## src/logic/adcctl_pkg.sv

```systemverilog
// constants and types for the successive-approximation conversion control block
// What this block does
// - one-shot mode: start bit clears itself when the single conversion ends
// - sequential mode: convert back to back until software clears start bit 7
// - channel select write mid-conversion aborts, discards, restarts on new channel
// - reset clears full result to 0000H and high-byte view to 00H
// - result read colliding with conversion end: read first, store after
// - mode/channel/port write at conversion end wins; no store, no interrupt
// - comparator enable bit 0 low powers the comparator down
// - results carry ten bits per sample
`default_nettype none
package adcctl_pkg;
   localparam int unsigned RES_BITS      = 10;
   localparam int unsigned CH_BITS       = 3;
   localparam int unsigned MODE_START    = 7;
   localparam int unsigned MODE_SEQ      = 6;
   localparam int unsigned MODE_CMP_EN   = 0;
   localparam logic [15:0] RESULT_RST    = 16'h0000;
   localparam logic [7:0]  RESULT_H_RST  = 8'h00;
   localparam logic [7:0]  MODE_RST      = 8'h00;
   localparam logic [2:0]  CHAN_RST      = 3'h0;
   // two sample cycles plus one bit per resolution step
   localparam int unsigned SAMPLE_CYCLES = 2;
   typedef enum logic [2:0] {
      ADCCTL_IDLE   = 3'h1,
      ADCCTL_SAMPLE = 3'h2,
      ADCCTL_CONV   = 3'h4
   } adcctl_state_t;
endpackage : adcctl_pkg
`default_nettype wire

```

## src/logic/adcctl_sar.sv

```systemverilog
// successive-approximation bit trial engine
`timescale 1ns/1ps
`default_nettype none
module adcctl_sar #(
   parameter int unsigned WIDTH = 10
) (
   // clock and reset
   input  wire logic             core_clk_i,
   input  wire logic             rst_n_i,
   // control
   input  wire logic             load_i,
   input  wire logic             step_i,
   input  wire logic             cmp_hi_i,
   // trial state
   output logic [WIDTH-1:0]      trial_o,
   output logic                  last_o
);
   logic [WIDTH-1:0] code_r;
   logic [WIDTH-1:0] bit_r;
   logic [WIDTH-1:0] code_nxt;
   logic [WIDTH-1:0] bit_nxt;

   // keep the trial bit when the comparator says input is above, then move down
   assign code_nxt = load_i ? {1'b1, {(WIDTH-1){1'b0}}}
                   : ((cmp_hi_i ? code_r : (code_r & ~bit_r)) | (bit_r >> 1));
   assign bit_nxt  = load_i ? {1'b1, {(WIDTH-1){1'b0}}} : (bit_r >> 1);
   assign trial_o  = code_r;
   assign last_o   = bit_r[0];

   // trial registers
   always_ff @(posedge core_clk_i or negedge rst_n_i) begin
      if (!rst_n_i) begin
         code_r <= '0;
         bit_r  <= '0;
      end else if (load_i || step_i) begin
         code_r <= code_nxt;
         bit_r  <= bit_nxt;
      end
   end
endmodule : adcctl_sar
`default_nettype wire

```

## src/logic/adcctl_top.sv

```systemverilog
// conversion control: mode, channel, start/stop, abort and result store
`timescale 1ns/1ps
`default_nettype none
module adcctl_top #(
   parameter int unsigned RES_W = adcctl_pkg::RES_BITS,
   parameter int unsigned CH_W  = adcctl_pkg::CH_BITS
) (
   // clock and reset
   input  wire logic             core_clk_i,
   input  wire logic             rst_n_i,
   // software writes (one-cycle strobes)
   input  wire logic             conv_mode_reg_we_i,
   input  wire logic [7:0]       conv_mode_reg_wdata_i,
   input  wire logic             channel_select_reg_we_i,
   input  wire logic [CH_W-1:0]  channel_select_reg_wdata_i,
   input  wire logic             port_config_reg_we_i,
   // software result read strobe
   input  wire logic             result_rd_i,
   // flag clear from software
   input  wire logic             conv_end_flag_clr_i,
   // comparator from the analog side (asynchronous)
   input  wire logic             cmp_hi_i,
   // control and status
   output logic [7:0]            conv_mode_reg_o,
   output logic [CH_W-1:0]       channel_select_reg_o,
   output logic [15:0]           result_reg_full_o,
   output logic [7:0]            result_reg_high_o,
   output logic                  conv_end_flag_o,
   output logic                  conv_end_irq_o,
   output logic                  busy_o,
   output logic                  comparator_power_o,
   output logic [RES_W-1:0]      trial_code_o
);
   adcctl_pkg::adcctl_state_t state_r, state_nxt;
   logic [7:0]       mode_r;
   logic [CH_W-1:0]  chan_r;
   logic [15:0]      res_r;
   logic [7:0]       resh_r;
   logic             flag_r, irq_r, busy_r, pwr_r;
   logic             cmp_s1_r, cmp_s2_r;
   logic             pend_r;
   logic [RES_W-1:0] pend_val_r;
   logic [1:0]       samp_r;
   logic [RES_W-1:0] trial;
   logic             last;

   // decoded events
   wire cmp_en     = mode_r[adcctl_pkg::MODE_CMP_EN];
   wire start_bit  = mode_r[adcctl_pkg::MODE_START];
   wire seq_mode   = mode_r[adcctl_pkg::MODE_SEQ];
   wire ctl_write  = conv_mode_reg_we_i | channel_select_reg_we_i | port_config_reg_we_i;
   wire in_conv    = (state_r == adcctl_pkg::ADCCTL_CONV);
   wire conv_done  = in_conv && last;
   // final bit decision folded into the completed code
   wire [RES_W-1:0] final_code = cmp_s2_r ? trial : (trial & ~{{(RES_W-1){1'b0}}, 1'b1});
   wire good_end   = conv_done && !ctl_write;
   wire store_now  = good_end && !result_rd_i;
   wire store_pend = pend_r && !result_rd_i;
   wire new_start  = conv_mode_reg_we_i && conv_mode_reg_wdata_i[adcctl_pkg::MODE_START]
                     && conv_mode_reg_wdata_i[adcctl_pkg::MODE_CMP_EN];
   wire run_on     = start_bit && cmp_en;
   wire sar_load   = (state_r == adcctl_pkg::ADCCTL_SAMPLE) && (samp_r == 2'h1);
   // a reselect while sampling reloads the timer so the synchroniser settles on the new input
   wire samp_reload = (state_nxt == adcctl_pkg::ADCCTL_SAMPLE) &&
                      ((state_r != adcctl_pkg::ADCCTL_SAMPLE) || channel_select_reg_we_i);

   adcctl_sar #(.WIDTH(RES_W)) u_sar (
      .core_clk_i (core_clk_i),
      .rst_n_i    (rst_n_i),
      .load_i     (sar_load),
      .step_i     (in_conv),
      .cmp_hi_i   (cmp_s2_r),
      .trial_o    (trial),
      .last_o     (last)
   );

   // state sequencing
   always_comb begin
      state_nxt = state_r;
      case (state_r)
         adcctl_pkg::ADCCTL_IDLE: begin
            if (new_start) state_nxt = adcctl_pkg::ADCCTL_SAMPLE;
         end
         adcctl_pkg::ADCCTL_SAMPLE: begin
            if (!run_on) state_nxt = adcctl_pkg::ADCCTL_IDLE;
            else if (channel_select_reg_we_i) state_nxt = adcctl_pkg::ADCCTL_SAMPLE;
            else if (sar_load) state_nxt = adcctl_pkg::ADCCTL_CONV;
         end
         adcctl_pkg::ADCCTL_CONV: begin
            if (channel_select_reg_we_i) state_nxt = adcctl_pkg::ADCCTL_SAMPLE;
            else if (!run_on || (conv_mode_reg_we_i &&
                     !conv_mode_reg_wdata_i[adcctl_pkg::MODE_START]))
               state_nxt = adcctl_pkg::ADCCTL_IDLE;
            else if (conv_done && seq_mode) state_nxt = adcctl_pkg::ADCCTL_SAMPLE;
            else if (conv_done) state_nxt = adcctl_pkg::ADCCTL_IDLE;
         end
         default: state_nxt = adcctl_pkg::ADCCTL_IDLE;
      endcase
   end

   // comparator synchroniser: second stage only is read
   always_ff @(posedge core_clk_i or negedge rst_n_i) begin
      if (!rst_n_i) begin
         cmp_s1_r <= 1'b0;
         cmp_s2_r <= 1'b0;
      end else begin
         cmp_s1_r <= cmp_hi_i;
         cmp_s2_r <= cmp_s1_r;
      end
   end

   // state, sample timer
   always_ff @(posedge core_clk_i or negedge rst_n_i) begin
      if (!rst_n_i) begin
         state_r <= adcctl_pkg::ADCCTL_IDLE;
         samp_r  <= 2'h0;
      end else begin
         state_r <= state_nxt;
         samp_r  <= samp_reload ? 2'(adcctl_pkg::SAMPLE_CYCLES)
                    : (samp_r != 2'h0 ? samp_r - 2'h1 : 2'h0);
      end
   end

   // mode and channel registers
   always_ff @(posedge core_clk_i or negedge rst_n_i) begin
      if (!rst_n_i) begin
         mode_r <= adcctl_pkg::MODE_RST;
         chan_r <= adcctl_pkg::CHAN_RST;
      end else begin
         if (conv_mode_reg_we_i) mode_r <= conv_mode_reg_wdata_i;
         else if (good_end && !seq_mode) mode_r[adcctl_pkg::MODE_START] <= 1'b0;
         if (channel_select_reg_we_i) chan_r <= channel_select_reg_wdata_i;
      end
   end

   // result store, reset values, ten bits, deferred store
   always_ff @(posedge core_clk_i or negedge rst_n_i) begin
      if (!rst_n_i) begin
         res_r      <= adcctl_pkg::RESULT_RST;
         resh_r     <= adcctl_pkg::RESULT_H_RST;
         pend_r     <= 1'b0;
         pend_val_r <= '0;
      end else begin
         if (store_now || store_pend) begin
            res_r  <= {(store_now ? final_code : pend_val_r), 6'h00};
            resh_r <= (store_now ? final_code[RES_W-1 -: 8] : pend_val_r[RES_W-1 -: 8]);
         end
         pend_r <= (good_end && result_rd_i) || (pend_r && result_rd_i);
         if (good_end && result_rd_i) pend_val_r <= final_code;
      end
   end

   // flag and interrupt; set beats clear
   always_ff @(posedge core_clk_i or negedge rst_n_i) begin
      if (!rst_n_i) begin
         flag_r <= 1'b0;
         irq_r  <= 1'b0;
         busy_r <= 1'b0;
         pwr_r  <= 1'b0;
      end else begin
         flag_r <= good_end | (flag_r & ~conv_end_flag_clr_i);
         irq_r  <= good_end;
         busy_r <= (state_nxt != adcctl_pkg::ADCCTL_IDLE);
         pwr_r  <= conv_mode_reg_we_i ? conv_mode_reg_wdata_i[adcctl_pkg::MODE_CMP_EN] : cmp_en;
      end
   end

   assign conv_mode_reg_o      = mode_r;
   assign channel_select_reg_o = chan_r;
   assign result_reg_full_o    = res_r;
   assign result_reg_high_o    = resh_r;
   assign conv_end_flag_o      = flag_r;
   assign conv_end_irq_o       = irq_r;
   assign busy_o               = busy_r;
   assign comparator_power_o   = pwr_r;
   assign trial_code_o         = trial;

   a_irq_sets_flag: assert property (@(posedge core_clk_i) disable iff (!rst_n_i)
      irq_r |-> flag_r) else $error("irq without flag");
   a_flag_set_wins: assert property (@(posedge core_clk_i) disable iff (!rst_n_i)
      good_end |=> flag_r) else $error("flag not set at conversion end");
   a_oneshot_clear: assert property (@(posedge core_clk_i) disable iff (!rst_n_i)
      (good_end && !seq_mode && !conv_mode_reg_we_i) |=> !mode_r[adcctl_pkg::MODE_START])
      else $error("start bit stayed set");
   a_write_blocks_irq: assert property (@(posedge core_clk_i) disable iff (!rst_n_i)
      (conv_done && ctl_write) |=> !irq_r) else $error("irq despite write");
   a_write_blocks_store: assert property (@(posedge core_clk_i) disable iff (!rst_n_i)
      (conv_done && ctl_write && !pend_r) |=> $stable(res_r))
      else $error("store despite write");
   a_reselect_abort: assert property (@(posedge core_clk_i) disable iff (!rst_n_i)
      (in_conv && channel_select_reg_we_i) |=> state_r == adcctl_pkg::ADCCTL_SAMPLE)
      else $error("no restart on reselect");
   a_read_defers: assert property (@(posedge core_clk_i) disable iff (!rst_n_i)
      (good_end && result_rd_i) |=> $stable(res_r)) else $error("store during read");
   a_pend_store: assert property (@(posedge core_clk_i) disable iff (!rst_n_i)
      (pend_r && !result_rd_i && !good_end) |=> res_r[15 -: RES_W] == $past(pend_val_r))
      else $error("deferred result lost");
   a_seq_continue: assert property (@(posedge core_clk_i) disable iff (!rst_n_i)
      (conv_done && seq_mode && run_on && !ctl_write) |=> state_r == adcctl_pkg::ADCCTL_SAMPLE)
      else $error("sequential stopped");
   a_stop_to_idle: assert property (@(posedge core_clk_i) disable iff (!rst_n_i)
      (in_conv && conv_mode_reg_we_i && !conv_mode_reg_wdata_i[adcctl_pkg::MODE_START]
       && !channel_select_reg_we_i) |=> state_r == adcctl_pkg::ADCCTL_IDLE)
      else $error("converter kept running");
   a_power_follows: assert property (@(posedge core_clk_i) disable iff (!rst_n_i)
      conv_mode_reg_we_i |=> pwr_r == $past(conv_mode_reg_wdata_i[adcctl_pkg::MODE_CMP_EN]))
      else $error("power mismatch");
   a_start_needs_en: assert property (@(posedge core_clk_i) disable iff (!rst_n_i)
      (state_r == adcctl_pkg::ADCCTL_IDLE && new_start) |=> busy_r)
      else $error("start ignored");
   a_low_bits_zero: assert property (@(posedge core_clk_i) disable iff (!rst_n_i)
      res_r[5:0] == 6'h00) else $error("result low bits set");
   // main scenarios reached
   c_oneshot: cover property (@(posedge core_clk_i) good_end && !seq_mode);
   c_seq: cover property (@(posedge core_clk_i) good_end && seq_mode);
   c_abort: cover property (@(posedge core_clk_i) in_conv && channel_select_reg_we_i);
   c_read_clash: cover property (@(posedge core_clk_i) good_end && result_rd_i);
   c_write_clash: cover property (@(posedge core_clk_i) conv_done && ctl_write);
endmodule : adcctl_top
`default_nettype wire

```

## config.mk

```make
export PLATFORM = sky130hd
export DESIGN_NAME = adcctl_top
export DESIGN_NICKNAME = d
export VERILOG_FILES = /design/src/logic/adcctl_pkg.sv /design/src/logic/adcctl_sar.sv /design/src/logic/adcctl_top.sv
export SDC_FILE = /design/constraint.sdc
export NUM_CORES = 1
export LEC_CHECK = 0
export BUFFER_PORTS_ARGS = -buffer_cell sky130_fd_sc_hd__buf_2
export CAP_MARGIN = 30
export CORE_ASPECT_RATIO = 1.75
export CORE_MARGIN = 8
export CORE_UTILIZATION = 50
export CTS_BUF_LIST = sky130_fd_sc_hd__clkbuf_8
export CTS_CLUSTER_SIZE = 8
export DETAILED_ROUTE_END_ITERATION = 6
export GPL_TIMING_DRIVEN = 0
export PLACE_DENSITY = 0.75
export SETUP_SLACK_MARGIN = 0.4
export SYNTH_ARGS = -nofsm -noshare
export SYNTH_HDL_FRONTEND = slang
export SYNTH_SLANG_ARGS = --single-unit
```

## constraint.sdc

```tcl
create_clock -name core_clk_i -period 2.25 [get_ports core_clk_i]
set_clock_uncertainty 0.2 [all_clocks]
set_input_delay 0.3375 -clock core_clk_i [delete_from_list [all_inputs] [get_ports core_clk_i]]
set_output_delay 0.3375 -clock core_clk_i [all_outputs]
set_load 0.02 [all_outputs]
```

==> impl_results.md, run 1 <==
- Synth Flop Type: dfrtp_1
- Fin cells: 408
- Reg2Reg Setup Slack: -0.05 ns
- Initial core utilization: 0.507
- Mux cell area share after synthesis: 0.0884
- Post-Syn Instances: 226
- Buffers on Ports: 60
- Worst slew pin tran: 0.716 ns
- Failing checks: setup timing
- Total Power: 2.91 mW
- Pwr/cell area: 722 nW/um^2
- Max Fanout on Critical Path: 10
- Yosys reg bits: between 60 and 70
- Critical Path AT: approximately 2.3 ns
- Most common cell after layout, fill and taps aside: dfrtp_1
- Total wire length: 7200 um
- Design area: roughly 4000 sq um
- Startpoint Class: flip-flop
- Number of global-route vias before repair: roughly 2200
- Die height: roughly 110 um
- Nets@finish: 347
- # DRC: 0
- Fin. Hold Viols: 0
- Post-Synth XOR/XNOR Area: 0.00317
- Post-route minimum period: 2.30 ns
- Die footprint: approximately 8300 sq um
- Setup slack after layout: -0.0534 ns
- Routed wire per std cell: 17.7 um
- RD Place Congestion: 0.849
- Antenna diodes: 0
- Final setup fails: 9
- Largest area contributor in the netlist: dfrtp_1
- Post-synthesis adder-cell area fraction: 0
- Root Buffer: clkbuf_8
- Top area cells in the synthesized netlist: dfrtp_1 56%, buf_4 6.5%, mux2_2 4.5%
- Drt pass-1 iters: 4
- FF-to-FF path depth: 6
- Syn. warnings: 0
- Compound-Gate Fraction of Synth Area: 0.151
- Synth top area share: 0.562
- Post-detail-place hpwl: 4390 um
- Clock sinks: 63
- GRT Total Usage: 0.171
- Global-route wire length before repair: 10900 um
- Dpl cell area: 3220 sq um
- Distinct cells, synth: 42
- Unrepaired setup endpoints after global routing: true
- Die X-Extent: 72.2 um
- Status: finished, violations left
- Tcrit/Tclk final: 1.02
- Pleak: ~2 nW
- Number of enable flip-flop cells after synthesis: 0
- Worst hold stages: 2
- DP Cell Count: about 370
- Dpl ws: -0.194 ns
- R2R Path End: pend_val_r[9]
- Relative slew slack: 0.523
- Largest family of logic cells by synthesized area: compound AO/OA/AOI/OAI gates
- Commonest non-fill, non-tap cells in the layout: 61 x dfrtp_1, 60 x buf_2, 33 x buf_4
- ANT nets after route: 0
- Core Util, Final: 0.740
- Max Slew Vio Count: 0
- Core ar.: 5450 sq um
- H-tree levels: 3
- Critical Path End Type: flip-flop
- GRT overflow: 0
- Largest net degree at the start of global routing: 37
- Mapped Area: 2760 sq um
- Synth Area in Simple Gates: 0.0915
- Worst r2r src: state_r[1]
- Clock slew at reported path FFs: approximately 0.07 ns
- Io pins: 68
- Max IR drop VDD: 756 uV
- CTS tree: done
- Area growth syn-to-layout: 46.1%
- Insertion delay to the later sink of the worst-skew pair: 0.35 ns
- Critical Path End: pend_val_r[9]
- Ys async rst share: 1.00
- Longest Clk Path Bufs: 2
- Synth Area per Inst: 12.2 sq um
- Filler Cell Count: 367
- DR iter-0 viols: 128
- Drt via density: 5.40
- Antenna violations before repair: 0
- DR vias: 2204
- Sequential fraction of the synthesis area: 0.571
- Critical path type: reg2reg
- Site Rows: 36
- Share of cells above drive strength 1: 0.590
- Worst min path class: in2reg
- CTS buffer count: 9
- Crit. Startpoint: state_r[1]
- Max Freq: 434 MHz
- Req. time, crit path: 2.28 ns
- Max_cap viols: 0
## flip-flops by register name, indices dropped and copies added (netlist names), 2 cells and up
| name | flops |
|---|---|
| state_r | 3 |
| channel_select_reg_o | 3 |
| pend_val_r | 10 |
| result_reg_full_o | 2 |
| conv_mode_reg_o | 8 |
| samp_r | 2 |
| result_reg_high_o | 8 |
| u_sar.bit_r | 10 |
| u_sar.trial_o | 10 |
## cells in the mapped netlist, types with 2 or more instances
cell type,instances
nand2b_1,4
buf_6,2
mux2_2,11
clkbuf_1,7
a22o_1,8
inv_1,6
or3b_2,2
a2bb2oi_1,8
a21oi_1,4
nor3_1,3
nand2_1,20
o21ai_0,7
buf_4,24
nor2b_1,2
nor2_1,5
o22ai_1,10
dfrtp_1,62
nand3_1,2
a32o_1,8
mux2_4,8
or4_1,2
## metrics by stage
stage | hold WS [ns] | setup TNS [ns]
6_report | 0.0205 | -0.384
5_1_grt | 0.0171 | -0.505
4_1_cts | -0.0316 | 0
3_5_place_dp | 0.140 | -1.80
3_3_place_gp | 0.133 | -1.70
2_1_floorplan | -0.158 | 0
## routing by layer
| layer | up-vias | global-route usage | wire, um |
|---|---|---|---|
| met2 | 84 | 0.298 | 3950 |
| met3 | 24 | 0.0561 | 409 |
| met5 | - | 0 | 0 |
| met1 | 1100 | 0.174 | 2610 |
| met4 | 0 | 0.0878 | 231 |
| li1 | 996 | - | - |
## repair_timing
item | CTS | global route
hold buffers | 3 | 1
setup endpoints to repair | 47 | 48
buffers inserted | 10 | 8
pin swaps | 8 | 25
resized for setup | 46 | 44
gates cloned | 2 | 1
endpoints found under the hold margin | 30 | 1
## final cells by class
| class | count | area (sq um) | share of cell area |
|---|---|---|---|
| flip-flops and latches | 63 | 1580 | 0.391 |
| multi-input cells | 128 | 1220 | 0.303 |
| repair buffers | 86 | 577 | 0.143 |
| plain buffers | 34 | 303 | 0.0751 |
| clock buffers | 9 | 124 | 0.0307 |
| clock inverters | 6 | 109 | 0.0270 |
| well taps | 76 | 95.1 | 0.0236 |
| inverters | 6 | 25.0 | 0.00620 |
## worst min path at each step
stage	from	endpoint	slack (ns)
2_1_floorplan	rst_n_i	busy_o	-0.16
3_3_place_gp	cmp_s1_r	cmp_s2_r	0.13
3_5_place_dp	cmp_s1_r	cmp_s2_r	0.14
4_1_cts	result_rd_i	result_reg_full_o[6]	-0.03
5_1_grt	conv_mode_reg_wdata_i[2]	conv_mode_reg_o[2]	0.02
6_report	channel_select_reg_wdata_i[2]	channel_select_reg_o[2]	0.02
## critical path: stages (launching register included)
cell     delay, ns
dfrtp_1       0.40
buf_6         0.13
or4b_4        0.51
buf_6         0.15
or3_4         0.35
buf_12        0.16
mux2_4        0.30
## kinds of logic after synthesis
logic type / after synthesis
XOR/XNOR: 1
multiplexers: 19
buffers and inverters: 40
AND/OR/NAND/NOR: 47
flip-flops: 63
other: 1
AO/OA/AOI/OAI: 55
## where the power goes
group / internal (mW) / leakage, nW / total (mW) / switching (mW)
combinational: 0.198 / 1.08 / 0.452 / 0.254
sequential: 1.21 / 0.834 / 1.28 / 0.0658
clock: 0.729 / 0.119 / 1.18 / 0.454
total: 2.14 / 2.03 / 2.91 / 0.774
(Power assumes the default switching activity.)
==> run 2, diff against run 1 <==
- MAX_ROUTING_LAYER: not set -> met4
- PLACE_DENSITY: 0.75 -> 0.79
==> run 2 against run 1 <==
The run still ends with setup timing left. Via count increased by 0.45%. Clock power decreased by 11%. First-iteration DRC count unchanged. Routed wire length increased by 3.7%. Sequential share of layout area increased by 0.57 points. Cell area decreased by 1.4%. Largest power group unchanged. Global-route usage increased by 0.99 points. Total power decreased by 4.3%. Utilization decreased by 1.1 points. Combinational power increased by 3%.
==> impl_results.md, run 2 (same netlist as run 1, synthesis figures left out) <==
- Pwr/cell area: 701 nW/um^2
- Nets@finish: 351
- H-tree levels: 3
- ANT nets after route: 0
- Core ar.: between 5000 and 6000 sq um
- FF-to-FF path depth: 6
- Area growth syn-to-layout: 44.0%
- Combinational fraction of design power: 0.168
- Clock Power Share: 0.376
- Worst min path class: in2reg
- Die footprint: 8250 sq um
- Final setup fails: 14
- Commonest non-fill, non-tap cells in the layout: 61 x dfrtp_1, 61 x buf_2, 39 x buf_4
- GRT overflow: 0
- P_int: 2.03 mW
- Global-route wire length before repair: 11200 um
- CP Buf/Inv Count: 3
- Unrepaired setup endpoints after global routing: true
- Root Buffer: clkbuf_8
- Max Freq: 438 MHz
- Critical Path End Type: flip-flop
- Most frequent CP cell: buf_6
- Worst min-delay path endpoint: conv_mode_reg_o[4]
- Worst slew pin tran: 0.657 ns
- Failing checks: setup timing
- Io pins: 68
- Max IR drop VDD: between 600 and 700 uV
- Req. time, crit path: 2.28 ns
- Reg2Reg Setup Slack: -0.04 ns
- Antenna violations before repair: 0
- Dpl ws: -0.186 ns
- Worst hold stages: 2
- CTS buffer count: 9
- Initial core utilization: 0.507
- Startpoint Class: flip-flop
- Crit path max-delay cell type: or4b_4
- Hold_sp: conv_mode_reg_wdata_i[4]
- Pleak: 2.03 nW
- Worst r2r src: state_r[1]
- Max Fanout on Critical Path: 10
- DR iter-0 viols: 128
- Longest Clk Path Bufs: 2
- DR vias: 2214
- Hold slack: ~0.023 ns
- GRT Total Usage: 0.181
- Number of global-route vias before repair: 2218
- Post-route minimum period: 2.29 ns
- Insertion delay to the later sink of the worst-skew pair: 0.35 ns
- Sequential share of power: 0.456
- # DRC: 0
- Fin. Hold Viols: 0
- Routed wire per std cell: roughly 18 um
- Max_cap viols: 0
- Die X-Extent: between 70 and 80 um
- R2R Path End: pend_val_r[6]
- Buffers on Ports: 60
- Drt via density: 5.36
- Tcrit/Tclk final: 1.02
- Critical Path AT: between 2 and 2.5 ns
- Drt pass-1 iters: 4
- Die height: between 100 and 150 um
- Sw power: ~760 uW
- Clock slew at reported path FFs: 0.07 ns
- Antenna diodes: 0
- Site Rows: 36
- Worst path max stage delay: 0.51 ns
- Total wire length: between 7000 and 8000 um
- CTS tree: done
- Crit path cell chain: buf_6 > or4b_4 > buf_6 > or3_4 > buf_8 > mux2_4
- Critical path type: reg2reg
- Clock sinks: 63
- RD Place Congestion: 0.848
- Largest net degree at the start of global routing: 43
- Post-detail-place hpwl: ~4300 um
- Setup slack after layout: -0.0351 ns
- CP delay by family, top: simple AND/OR/NAND/NOR gates
- Sw frac: 0.272
- Status: finished, violations left
- Share of cells above drive strength 1: 0.596
- Max Slew Vio Count: 0
- Relative slew slack: 0.562
==> run 2: timing repair <==
action	CTS	global route
endpoints found under the hold margin	24	0
pin swaps	10	21
gates cloned	2	2
hold buffers	4	0
buffers inserted	12	9
gates resized for setup	43	33
setup endpoints to repair	47	49
==> run 2: power groups by stage <==
stage	Combinational, mW	Clock (mW)	Sequential (mW)
6_report	0.467	1.05	1.27
5_1_grt	0.498	1.12	1.28
4_1_cts	0.392	1.07	1.26
3_5_place_dp	0.328	0	1.28
3_3_place_gp	0.317	0	1.28
2_1_floorplan	0.181	0	1.31
==> run 2: how the worst max path moves through the flow <==
| stage | start | endpoint | cells past startpoint |
|---|---|---|---|
| after floorplan | state_r[1] | pend_val_r[2] | 6 |
| after global placement | channel_select_reg_we_i | result_reg_full_o[7] | 6 |
| after detailed placement | channel_select_reg_we_i | result_reg_full_o[7] | 6 |
| after CTS | state_r[1] | pend_val_r[7] | 6 |
| after global routing | state_r[1] | pend_val_r[9] | 6 |
| final | state_r[1] | pend_val_r[6] | 6 |
==> run 2: per-layer routing <==
layer	up-vias	track usage	routed length, um
met4	0	0.0933	203
met3	17	0.0412	326
met1	1119	0.190	2880
met5	-	-	0
met2	77	0.305	4050
li1	1001	-	-
==> run 2: area by class of cell <==
| cell class | count | area (sq um) |
|---|---|---|
| multi-input cells | 129 | 1210 |
| well taps | 76 | 95.1 |
| fillers | 372 | 1470 |
| repair buffers | 89 | 576 |
| clock inverters | 7 | 88.8 |
| inverters | 6 | 22.5 |
| clock buffers | 9 | 124 |
| plain buffers | 34 | 284 |
| flip-flops and latches | 63 | 1580 |
==> run 2: metrics by stage <==
stage / TNS (ns) / utilization / cell area (sq um) / power (mW) / instances
2_1_floorplan: 0 / - / 2800 / 1.49 / 231
3_3_place_gp: -1.68 / 0.587 / 3200 / 1.60 / 367
3_5_place_dp: -1.86 / 0.590 / 3220 / 1.61 / 368
4_1_cts: 0 / 0.692 / 3770 / 2.72 / 402
5_1_grt: -1.03 / 0.730 / 3980 / 2.90 / 413
6_report: -0.278 / 0.730 / 3980 / 2.79 / 413
